<file path="src/inc/hbc_pkg.sv">
package hbc_pkg;

   ////////////////////////////////////////////////////////////////////////////
   // bus modes chosen by the strap and the width straps
   typedef enum logic [1:0] {
      HBC_MODE_SYNC,
      HBC_MODE_ASYNC8,
      HBC_MODE_ASYNC16,
      HBC_MODE_BURST32
   } hbc_mode_e;

   ////////////////////////////////////////////////////////////////////////////
   // address decode geometry
   localparam int unsigned HBC_ADDR_W     = 16;
   localparam int unsigned HBC_DEC_LSB    = 4;
   localparam int unsigned HBC_DEC_MSB    = 15;
   localparam int unsigned HBC_DEC_W      = HBC_DEC_MSB - HBC_DEC_LSB + 1;
   localparam int unsigned HBC_LATCH_LSB  = 1;
   localparam int unsigned HBC_LATCH_W    = HBC_DEC_MSB - HBC_LATCH_LSB + 1;
   localparam logic [HBC_DEC_W-1:0] HBC_BASE_RST = 12'h0300;

   ////////////////////////////////////////////////////////////////////////////
   // wait state count width
   localparam int unsigned HBC_WAIT_W     = 4;
   localparam logic [HBC_WAIT_W-1:0] HBC_WAIT_DEF = 4'h0002;
   localparam logic [HBC_WAIT_W-1:0] HBC_WAIT_ONE = 4'h0001;
   localparam logic [HBC_WAIT_W-1:0] HBC_WAIT_ZERO = 4'h0000;

endpackage

</file>
<file path="src/hw/hbc_addr_decode.sv">
// combinational local-device decode plus optional address latch
module hbc_addr_decode
   import hbc_pkg::*;
(
   input  wire logic                         sysClk,
   input  wire logic                         srst,
   input  wire logic [hbc_pkg::HBC_ADDR_W-1:0] addrIn,
   input  wire logic                         addressQualifierN,
   input  wire logic                         addressLatchStrobeN,
   input  wire logic                         latchEnable,
   input  wire logic [hbc_pkg::HBC_DEC_W-1:0] baseHigh,
   output logic                              localDeviceSelN,
   output logic [hbc_pkg::HBC_LATCH_W-1:0]   latchedAddr
);
   import hbc_pkg::*;

   logic                      strobeDly_q, strobeDly_d;
   logic [HBC_LATCH_W-1:0]    addr_q, addr_d;
   logic                      qual_q, qual_d;
   logic [HBC_DEC_W-1:0]      decAddr;
   logic                      decQual;

   ////////////////////////////////////////////////////////////////////////////
   // capture on the strobe's rising edge
   always_comb begin
      strobeDly_d = addressLatchStrobeN;
      addr_d      = addr_q;
      qual_d      = qual_q;
      if (addressLatchStrobeN && !strobeDly_q) begin
         addr_d = addrIn[HBC_DEC_MSB:HBC_LATCH_LSB];
         qual_d = addressQualifierN;
      end
   end

   always_ff @(posedge sysClk) begin
      if (srst) begin
         strobeDly_q <= 1'b1;
         addr_q      <= '0;
         qual_q      <= 1'b1;
      end else begin
         strobeDly_q <= strobeDly_d;
         addr_q      <= addr_d;
         qual_q      <= qual_d;
      end
   end

   ////////////////////////////////////////////////////////////////////////////
   // decode stays flop-free in the transparent case; latched values feed it otherwise
   always_comb begin
      decAddr = latchEnable ? addr_q[HBC_LATCH_W-1 -: HBC_DEC_W] : addrIn[HBC_DEC_MSB:HBC_DEC_LSB];
      decQual = latchEnable ? qual_q : addressQualifierN;
      localDeviceSelN = !(!decQual && (decAddr == baseHigh));
   end

   assign latchedAddr = addr_q;

endmodule // hbc_addr_decode

</file>
<file path="src/hw/hbc_host_ctrl.sv">
// How it works
// sync ready extends EISA and VL accesses
// VL mode: sync ready falls for ready
// sync ready changes only on clock
// burst mode: sync ready low during waits
// irq output low when status set
// select low on qualifier low, match
// select decode is purely combinational
// host drives read strobe low to read
// async ready stretches asynchronous bus cycles
// host drives cycle after address phase
// burst: cycle high read, low write
// strap low or floating: synchronous mode
// strap high: async 8/16 or burst
// host drives write/read high on writes
// latch address on address strobe rise
// host drives write strobe low to write
// select high otherwise
// irq released high when status clears
module hbc_host_ctrl
   import hbc_pkg::*;
#(
   parameter int unsigned IRQ_BITS = 16
)(
   input  wire logic                            sysClk,
   input  wire logic                            srst,
   input  wire logic                            bus_mode_strap,
   input  wire logic                            burstStrap,
   input  wire logic                            width16Strap,
   input  wire logic [hbc_pkg::HBC_ADDR_W-1:0]  addrIn,
   input  wire logic                            address_qualifier_n,
   input  wire logic                            address_latch_strobe_n,
   input  wire logic                            latchEnable,
   input  wire logic [hbc_pkg::HBC_DEC_W-1:0]   baseHigh,
   input  wire logic                            read_strobe_n,
   input  wire logic                            write_strobe_n,
   input  wire logic                            cycle_phase_n,
   input  wire logic                            sync_write_read,
   input  wire logic [hbc_pkg::HBC_WAIT_W-1:0]  waitCount,
   input  wire logic [IRQ_BITS-1:0]             irqStatus,
   output logic                                 sync_ready_n,
   output logic                                 async_ready,
   output logic                                 asyncReadyOen,
   output logic                                 irq_out_n,
   output logic                                 irqOutOen,
   output logic                                 local_device_sel_n,
   output logic [hbc_pkg::HBC_LATCH_W-1:0]      latchedAddr,
   output hbc_pkg::hbc_mode_e                   busMode,
   output logic                                 accessWrite,
   output logic                                 accessStrobe
);
   import hbc_pkg::*;

   // elaboration-time guard: an empty status vector leaves nothing to flag
   if (IRQ_BITS < 1) begin : g_bad_irq_bits
      $error("IRQ_BITS must be at least one");
   end

   ////////////////////////////////////////////////////////////////////////////
   // mode captured one clock after reset releases, never under reset itself
   hbc_mode_e mode_q, mode_d;
   logic      strapDone_q, strapDone_d;

   always_comb begin
      mode_d      = mode_q;
      strapDone_d = 1'b1;
      if (!strapDone_q) begin
         if (!bus_mode_strap) begin
            mode_d = HBC_MODE_SYNC;
         end else if (burstStrap) begin
            mode_d = HBC_MODE_BURST32;
         end else if (width16Strap) begin
            mode_d = HBC_MODE_ASYNC16;
         end else begin
            mode_d = HBC_MODE_ASYNC8;
         end
      end
   end

   always_ff @(posedge sysClk) begin
      if (srst) begin
         mode_q      <= HBC_MODE_SYNC;
         strapDone_q <= 1'b0;
      end else begin
         mode_q      <= mode_d;
         strapDone_q <= strapDone_d;
      end
   end

   assign busMode = mode_q;

   ////////////////////////////////////////////////////////////////////////////
   // address decode
   logic selN;

   hbc_addr_decode u_dec (
      .sysClk              (sysClk),
      .srst                (srst),
      .addrIn              (addrIn),
      .addressQualifierN   (address_qualifier_n),
      .addressLatchStrobeN (address_latch_strobe_n),
      .latchEnable         (latchEnable),
      .baseHigh            (baseHigh),
      .localDeviceSelN     (selN),
      .latchedAddr         (latchedAddr)
   );

   assign local_device_sel_n = selN;

   ////////////////////////////////////////////////////////////////////////////
   // access detection per mode; strobes only matter when selected
   logic isSync;
   logic isBurst;
   logic isAsync;
   logic syncReq;
   logic burstReq;
   logic asyncReq;
   logic reqActive;
   logic reqDly_q, reqDly_d;

   always_comb begin
      isSync   = (mode_q == HBC_MODE_SYNC);
      isBurst  = (mode_q == HBC_MODE_BURST32);
      isAsync  = !isSync && !isBurst;
      // host marks command phase by lowering cycle after address
      syncReq  = isSync && !cycle_phase_n && !selN;
      // burst: cycle level carries direction, so a strobe marks the access
      burstReq = isBurst && !selN && (!read_strobe_n || !write_strobe_n);
      // host strobes are active low
      asyncReq = isAsync && !selN && (!read_strobe_n || !write_strobe_n);
      reqActive = syncReq || burstReq || asyncReq;
      reqDly_d  = reqActive;
   end

   always_ff @(posedge sysClk) begin
      if (srst) begin
         reqDly_q <= 1'b0;
      end else begin
         reqDly_q <= reqDly_d;
      end
   end

   ////////////////////////////////////////////////////////////////////////////
   // wait-state generator shared by all modes
   logic waiting;
   logic doneEdge;

   hbc_ready_gen u_rdy (
      .sysClk      (sysClk),
      .srst        (srst),
      .accessStart (reqActive && !reqDly_q),
      .accessEnd   (!reqActive && reqDly_q),
      .waitCount   (waitCount),
      .waiting     (waiting),
      .doneEdge    (doneEdge)
   );

   ////////////////////////////////////////////////////////////////////////////
   // direction: sync uses write/read pin, burst uses cycle level, async strobes
   logic write_q, write_d;

   always_comb begin
      write_d = write_q;
      if (reqActive && !reqDly_q) begin
         if (isSync) begin
            write_d = sync_write_read;
         end else if (isBurst) begin
            write_d = !cycle_phase_n;
         end else begin
            write_d = !write_strobe_n;
         end
      end
   end

   always_ff @(posedge sysClk) begin
      if (srst) begin
         write_q <= 1'b0;
      end else begin
         write_q <= write_d;
      end
   end

   assign accessWrite  = write_q;
   assign accessStrobe = doneEdge && !reqDly_q ? 1'b0 : (doneEdge && reqActive);

   ////////////////////////////////////////////////////////////////////////////
   // ready outputs, all registered so they move only on the clock
   logic sync_ready_n_q, sync_ready_n_d;
   logic async_ready_q, async_ready_d;
   logic ardyOen_q, ardyOen_d;

   always_comb begin
      sync_ready_n_d   = 1'b1;
      async_ready_d    = 1'b1;
      ardyOen_d = 1'b1;
      case (mode_q)
         HBC_MODE_SYNC: begin
            // high while waiting; falling edge marks ready
            sync_ready_n_d = !(reqActive && doneEdge);
         end
         HBC_MODE_BURST32: begin
            // low only while wait states are inserted
            sync_ready_n_d = !(reqActive && waiting);
         end
         HBC_MODE_ASYNC8, HBC_MODE_ASYNC16: begin
            // open drain: pull low to stretch, release otherwise
            async_ready_d    = 1'b0;
            ardyOen_d = !(asyncReq && !doneEdge);
         end
         default: begin
            sync_ready_n_d = 1'b1;
         end
      endcase
   end

   always_ff @(posedge sysClk) begin
      if (srst) begin
         sync_ready_n_q   <= 1'b1;
         async_ready_q    <= 1'b1;
         ardyOen_q <= 1'b1;
      end else begin
         sync_ready_n_q   <= sync_ready_n_d;
         async_ready_q    <= async_ready_d;
         ardyOen_q <= ardyOen_d;
      end
   end

   assign sync_ready_n  = sync_ready_n_q;
   assign async_ready   = async_ready_q;
   assign asyncReadyOen = ardyOen_q;

   ////////////////////////////////////////////////////////////////////////////
   // interrupt: open drain, pull-up holds the idle level
   logic irqOen_q, irqOen_d;

   always_comb begin
      irqOen_d = !(|irqStatus);
   end

   always_ff @(posedge sysClk) begin
      if (srst) begin
         irqOen_q <= 1'b1;
      end else begin
         irqOen_q <= irqOen_d;
      end
   end

   assign irq_out_n = 1'b0;
   assign irqOutOen = irqOen_q;

endmodule // hbc_host_ctrl

</file>
<file path="src/hw/hbc_ready_gen.sv">
// wait-state counter driving both ready outputs
module hbc_ready_gen
   import hbc_pkg::*;
(
   input  wire logic                          sysClk,
   input  wire logic                          srst,
   input  wire logic                          accessStart,
   input  wire logic                          accessEnd,
   input  wire logic [hbc_pkg::HBC_WAIT_W-1:0] waitCount,
   output logic                               waiting,
   output logic                               doneEdge
);
   import hbc_pkg::*;

   logic [HBC_WAIT_W-1:0] cnt_q, cnt_d;
   logic                  busy_q, busy_d;
   logic                  done_q, done_d;

   ////////////////////////////////////////////////////////////////////////////
   // count waits down; done holds until the access ends
   always_comb begin
      cnt_d  = cnt_q;
      busy_d = busy_q;
      done_d = done_q;
      if (accessEnd) begin
         busy_d = 1'b0;
         done_d = 1'b0;
      end else if (accessStart && !busy_q) begin
         busy_d = 1'b1;
         done_d = (waitCount == HBC_WAIT_ZERO);
         cnt_d  = waitCount;
      end else if (busy_q && !done_q) begin
         if (cnt_q <= HBC_WAIT_ONE) begin
            done_d = 1'b1;
            cnt_d  = HBC_WAIT_ZERO;
         end else begin
            cnt_d = cnt_q - HBC_WAIT_ONE;
         end
      end
   end

   always_ff @(posedge sysClk) begin
      if (srst) begin
         cnt_q  <= '0;
         busy_q <= 1'b0;
         done_q <= 1'b0;
      end else begin
         cnt_q  <= cnt_d;
         busy_q <= busy_d;
         done_q <= done_d;
      end
   end

   assign waiting  = busy_q && !done_q;
   assign doneEdge = busy_q && done_q;

endmodule // hbc_ready_gen

</file>
<file path="config.mk">
export PLATFORM = sky130hd
export DESIGN_NAME = hbc_host_ctrl
export DESIGN_NICKNAME = d
export VERILOG_FILES = /design/src/inc/hbc_pkg.sv /design/src/hw/hbc_addr_decode.sv /design/src/hw/hbc_host_ctrl.sv /design/src/hw/hbc_ready_gen.sv
export SDC_FILE = /design/constraint.sdc
export NUM_CORES = 1
export LEC_CHECK = 0
export BUFFER_PORTS_ARGS = -buffer_cell sky130_fd_sc_hd__buf_2
export CAP_MARGIN = 25
export CORE_MARGIN = 3
export CORE_UTILIZATION = 44
export CTS_CLUSTER_DIAMETER = 150
export DETAILED_ROUTE_END_ITERATION = 10
export HOLD_SLACK_MARGIN = 0.15
export PLACE_DENSITY = 0.77
export SETUP_SLACK_MARGIN = 0.05
export SKIP_LAST_GASP = 1
export SLEW_MARGIN = 25
export SYNTH_ARGS = -nofsm -noshare
export SYNTH_HDL_FRONTEND = slang
export SYNTH_SLANG_ARGS = --single-unit
</file>
<file path="constraint.sdc">
create_clock -name sysClk -period 5.6 [get_ports sysClk]
set_input_delay 0.56 -clock sysClk [delete_from_list [all_inputs] [get_ports sysClk]]
set_output_delay 0.56 -clock sysClk [all_outputs]
set_load 0.01 [all_outputs]
</file>
=== After elaboration in Yosys (flattened, before gate mapping) ===
Cells that the tools add are included.

* Register bits: 32
* Bits of input ports: 60
* Output and inout port bits: 25
* Logic and storage cells: 87

* $add $sub $neg: 1
* Magnitude comparators: 1
* Eq/ne operators: 4
* Multiplexer cells: 17
* Bitwise operators: 2
* Reductions and logical operators: 48

{| class="wikitable"
|+ Operators by type and width
! cell !! count
|-
| 1-bit logical AND || 18
|-
| 1-bit zero test || 17
|-
| 16-bit OR reduction || 1
|-
| 12-bit equality test || 1
|-
| 12-bit 2-to-1 mux || 1
|-
| 4-bit 2-to-1 mux || 3
|-
| 1-bit 2-to-1 mux || 9
|-
| 2-bit 2-to-1 mux || 3
|-
| 2-bit OR reduction || 3
|-
| 2-bit equality test (second input constant) || 2
|-
| 4-bit by 1-bit <= comparator with 1-bit output (second input constant) || 1
|-
| 4-bit zero test || 1
|-
| 2-bit AND reduction || 2
|-
| 2-bit nonzero test || 2
|-
| 4-bit by 1-bit subtractor with 4-bit output (second input constant) || 1
|-
| 1-bit logical OR || 3
|-
| 2-bit by 1-bit equality test with 1-bit output (second input constant) || 1
|-
| 2-bit zero test || 1
|-
| 1-bit inverter || 2
|-
| 1-bit case mux with 2 select lines || 1
|}

=== Longest topological paths before layout ===
* Depth in word-level cells: 11
* Mapped depth: 10
* Gate-level depth less buffers: 8

=== Hierarchy ===
Synthesis repeated with hierarchy kept, for this count alone.

* Cells, all modules: 203
* Area, all modules: 1,737.9 um2

{| class="wikitable"
|+ Modules (own cells, without submodules)
! module !! instances !! cells an instance !! area each (um2) !! sequential area each (um2)
|-
| hbc_addr_decode || 1 || 105 || 874.6 || 340.3
|-
| hbc_host_ctrl || 1 || 51 || 469.2 || 180.2
|-
| hbc_ready_gen || 1 || 47 || 394.1 || 120.1
|}

=== Least setup slack after synthesis ===
OpenSTA, ideal clock, no wires.

* Path kind: input to output
* Start point: input port latchEnable
* End point: output port accessStrobe
* Arrival: 2.287 ns
* Data required time: 5.040 ns
* Slack: 2.753 ns
* Stages on the path: 9
* Buffers on the path: 4
* Cells stage by stage: buf_6 > buf_6 > mux2i_1 > xor2_1 > nand4_1 > or4_4 > buf_6 > buf_2 > nor2_1

* Longest elaborated chain between the ends: 9
* Elaborated cells between the ends (all ways): 14
* Those cells by class: eq/ne: 1; mux: 3; reduce/logical: 10

{| class="wikitable"
|+ RTL lines
! what !! line !! RTL
|-
| start: declaration || hbc_host_ctrl.sv:33 || <nowiki>input wire logic latchEnable,</nowiki>
|-
| 12-bit 2-to-1 mux / 1-bit 2-to-1 mux (equally long branches) || hbc_addr_decode.sv:50, hbc_addr_decode.sv:51 ||
|-
| 12-bit equality test / 1-bit zero test (equally long branches) || hbc_addr_decode.sv:52 || <nowiki>localDeviceSelN = !(!decQual && (decAddr == baseHigh));</nowiki>
|-
| 1-bit logical AND (*) || hbc_addr_decode.sv:52 ||
|-
| 1-bit logical AND (2 in series) || hbc_host_ctrl.sv:128 || <nowiki>burstReq = isBurst && !selN && (!read_strobe_n || !write_strobe_n);</nowiki>
|-
| 1-bit logical OR || hbc_host_ctrl.sv:131 || <nowiki>reqActive = syncReq || burstReq || asyncReq;</nowiki>
|-
| 1-bit logical OR (*) || hbc_host_ctrl.sv:131 ||
|-
| 1-bit logical AND (*) || hbc_host_ctrl.sv:184 || <nowiki>assign accessStrobe = doneEdge && !reqDly_q ? 1'b0 : (doneEdge && reqActive);</nowiki>
|-
| 1-bit 2-to-1 mux (*) || hbc_host_ctrl.sv:184 ||
|-
| end: declaration || hbc_host_ctrl.sv:50 || <nowiki>output logic accessStrobe</nowiki>
|}

Mark *: on every way between the ends. The rest lies on a longest branch, timed or not.

=== Final worst setup path ===
Ends and elaborated chain as after synthesis.

==> results.md <==
* Status: completed
* Worst slew pin tran at slightly above 0.6 ns
* Pins Over Slew Limit at 0
* Worst Path Max Fanout at 20
* Die area at around 4700 um^2
* Routability-driven placement congestion ratio at around 0.8
* Fin Setup TNS at 0 ns
* Aggregate global-route resource usage at 0.1993
* Area grow syn2layout at 28.50%
* Fin crit share at 0.5463
* DP Wirelength at ~3300 um
* Setup Skew at roughly 0.0076 ns
* Clk_lat worst skew at a little under 0.3 ns
* Rows at 22
* Sequential Area at ~640 um^2
* CTS tree: done
* Chip Height at between 60 and 70 um
* Most frequent cell after synthesis: nand2_1
* Clk buf depth at 2
* Sequential area share after synthesis at 0.3694
* Final Hold Vio Count at 0
* Area contributors post-synth: dfxtp_1, nand2_1, mux2i_1
* Final #Nets at 356
* Multi-input logic area at 979.7 um^2
* EDFF count, synth at 0
* Initial Utilization at 0.4632
* Core Area at about 3700 um^2
* Post-Place Cells at approximately 330
* Post-synth net total at roughly 280
* PwrDens at between 200 and 250 nW/um^2
* Post-CTS Resized at 0
* Mapped Cells at 215
* Critical path startpoint category: primary input
* Port Buffers at 82
* Critical path arrival at around 2.5 ns
* First-pass GRT wire length at approximately 7000 um
* DRC Markers at 0
* Via count at between 1500 and 2000
* Vias in the first global route at between 1500 and 2000
* Routed len/inst at 12.62 um
* Die W at about 69 um
* RSZ-0062 raised after global routing: no
* Slew headroom at 0.5947
* Sink Count at 32
* Total power draw at roughly 490 uW
* Main synth FF type: dfxtp_1
* Clock transition at path regs at ~0.07 ns
* Global route total overflow at 0
* Vias/cell at between 5 and 6
* Worst setup EP type: output pin
* Layout cells sized above 1 at 0.3242
* Placed Area at ~2100 um^2
* Initial DRC count at roughly 160
* Post-Syn Area at ~1700 um^2
* Final Critical Period at about 3.1 ns
* Drt first pass iters at 4
* Cts hold-fix bufs at 0
* #FFs+latches synth at 32
* Final Cell Area at 2228 um^2
* Clk Tree Root Cell: clkbuf_8
* Fillers at around 380
* Number of library cell types mapped by synthesis at 45
* F_max at about 330 MHz
* Post-CTS Setup Inserts at 0
* Synthesis warning total at 0
* Hold crit path type: register to register
* Setup Viol. Count Final at 0
* CP required at 5.04 ns
* Synth cell count leaders: nand2_1, dfxtp_1, a21oi_1
* Worst vdd ir at roughly 130 uV
* Yosys top cell by area: dfxtp_1
* CTS buffer count at 5
* Non-Filler Instances at ~340
* Largest net degree at the start of global routing at 25
* Post-DRT Antenna Nets at 0
* WS Path Type: primary input to output pin
* Yosys top cell area share at 0.3694
* H-Tree Depth at 2
* P_leak at between 1 and 1.5 nW
* Initial antenna violation count at 0
* Ports at between 80 and 90
* Max-Cap Viols at 0
* Post-synthesis area per instance at ~8.1 um^2
* Ys async rst share at 0
* Post-Route WL at 4304 um
* Diode count at 0
-- report_power, final --
group          switching, mW  internal, mW
registers            0.00420         0.234
logic                 0.0368        0.0362
clock network         0.0835        0.0979
total                  0.125         0.369
-- cell families (layout without fill, tap and decap cells) --
family / Yosys count / count (layout) / synth area share
DFF: 32 / 32 / 0.3694
and+or+nand+nor: 76 / 76 / 0.2020
muxes: 11 / 11 / 0.06349
adders and majority gates: 5 / 5 / 0.03463
other: 1 / 1 / 0.002162
buffers and inverters: 23 / 101 / 0.06565
xor gates and xnor gates: 14 / 14 / 0.07071
AOI/OAI and AO/OA: 53 / 53 / 0.1919
-- final cells by class --
cell class / count / area share
multi-input cells: 160 / 0.4396
flip-flops and latches: 32 / 0.2875
inverters: 10 / 0.01684
repair buffers: 83 / 0.1875
well taps: 48 / 0.02695
clock inverters: 2 / 0.004492
clock buffers: 6 / 0.03706
-- state kept, by name, indices dropped and copies added, names as in the netlist --
signal             count
irqOutOen              1
u_rdy.done_q           1
u_dec.strobeDly_q      1
u_rdy.busy_q           1
busMode                2
u_rdy.cnt_q            4
accessWrite            1
asyncReadyOen          1
u_dec.qual_q           1
u_dec.latchedAddr     15
sync_ready_n           1
async_ready            1
reqDly_q               1
strapDone_q            1
-- placed cells by master (no fill, tap or decap), drive strengths merged, types with 5 or more instances in the layout --
master,Yosys,routed
buf,6,83
nand2,35,35
dfxtp,32,32
a21oi,21,21
nor2,15,15
mux2i,11,11
o21ai,10,10
inv,9,9
xor2,9,9
clkbuf,7,6
xnor2,5,5
nor4,5,5
-- critical path: stages --
cell and delay [ns]:
buf_2 0.32, mux2i_1 0.28, xnor2_1 0.09, or3_1 0.37
or4_4 0.62, nor2_1 0.13, buf_2 0.13
-- metrics by stage --
step	worst slack [ns]	hold WS [ns]	util
2_1_floorplan	2.753	0.4737	-
3_3_place_gp	2.579	0.4408	0.5705
3_5_place_dp	2.532	0.4518	0.5705
4_1_cts	2.534	0.4625	0.5953
5_1_grt	2.410	0.4892	0.5953
6_report	2.541	0.4603	0.5953
-- worst paths after layout --
path | startpoint | endpoint | slack, ns | cells past startpoint
min reg2reg | u_dec.latchedAddr[1]$_SDFFE_PP0P_ | u_dec.latchedAddr[1]$_SDFFE_PP0P_ | 0.46 | 2
max | latchEnable | accessStrobe | 2.54 | 7
min | u_dec.latchedAddr[1]$_SDFFE_PP0P_ | u_dec.latchedAddr[1]$_SDFFE_PP0P_ | 0.46 | 2
max reg2reg | u_dec.latchedAddr[4]$_SDFFE_PP0P_ | u_rdy.done_q$_SDFFE_PP0P_ | 3.18 | 6
-- per-layer routing --
metal,vias up,GRT usage,wire (um),part of all wire
li1,893,-,-,-
met1,812,0.2150,1785,0.41
met2,72,0.3456,2057,0.48
met3,16,0.05997,365,0.085
met4,0,0.1095,96,0.022
met5,-,0,0,0
No activity file was read; power rests on OpenSTA's default activity.
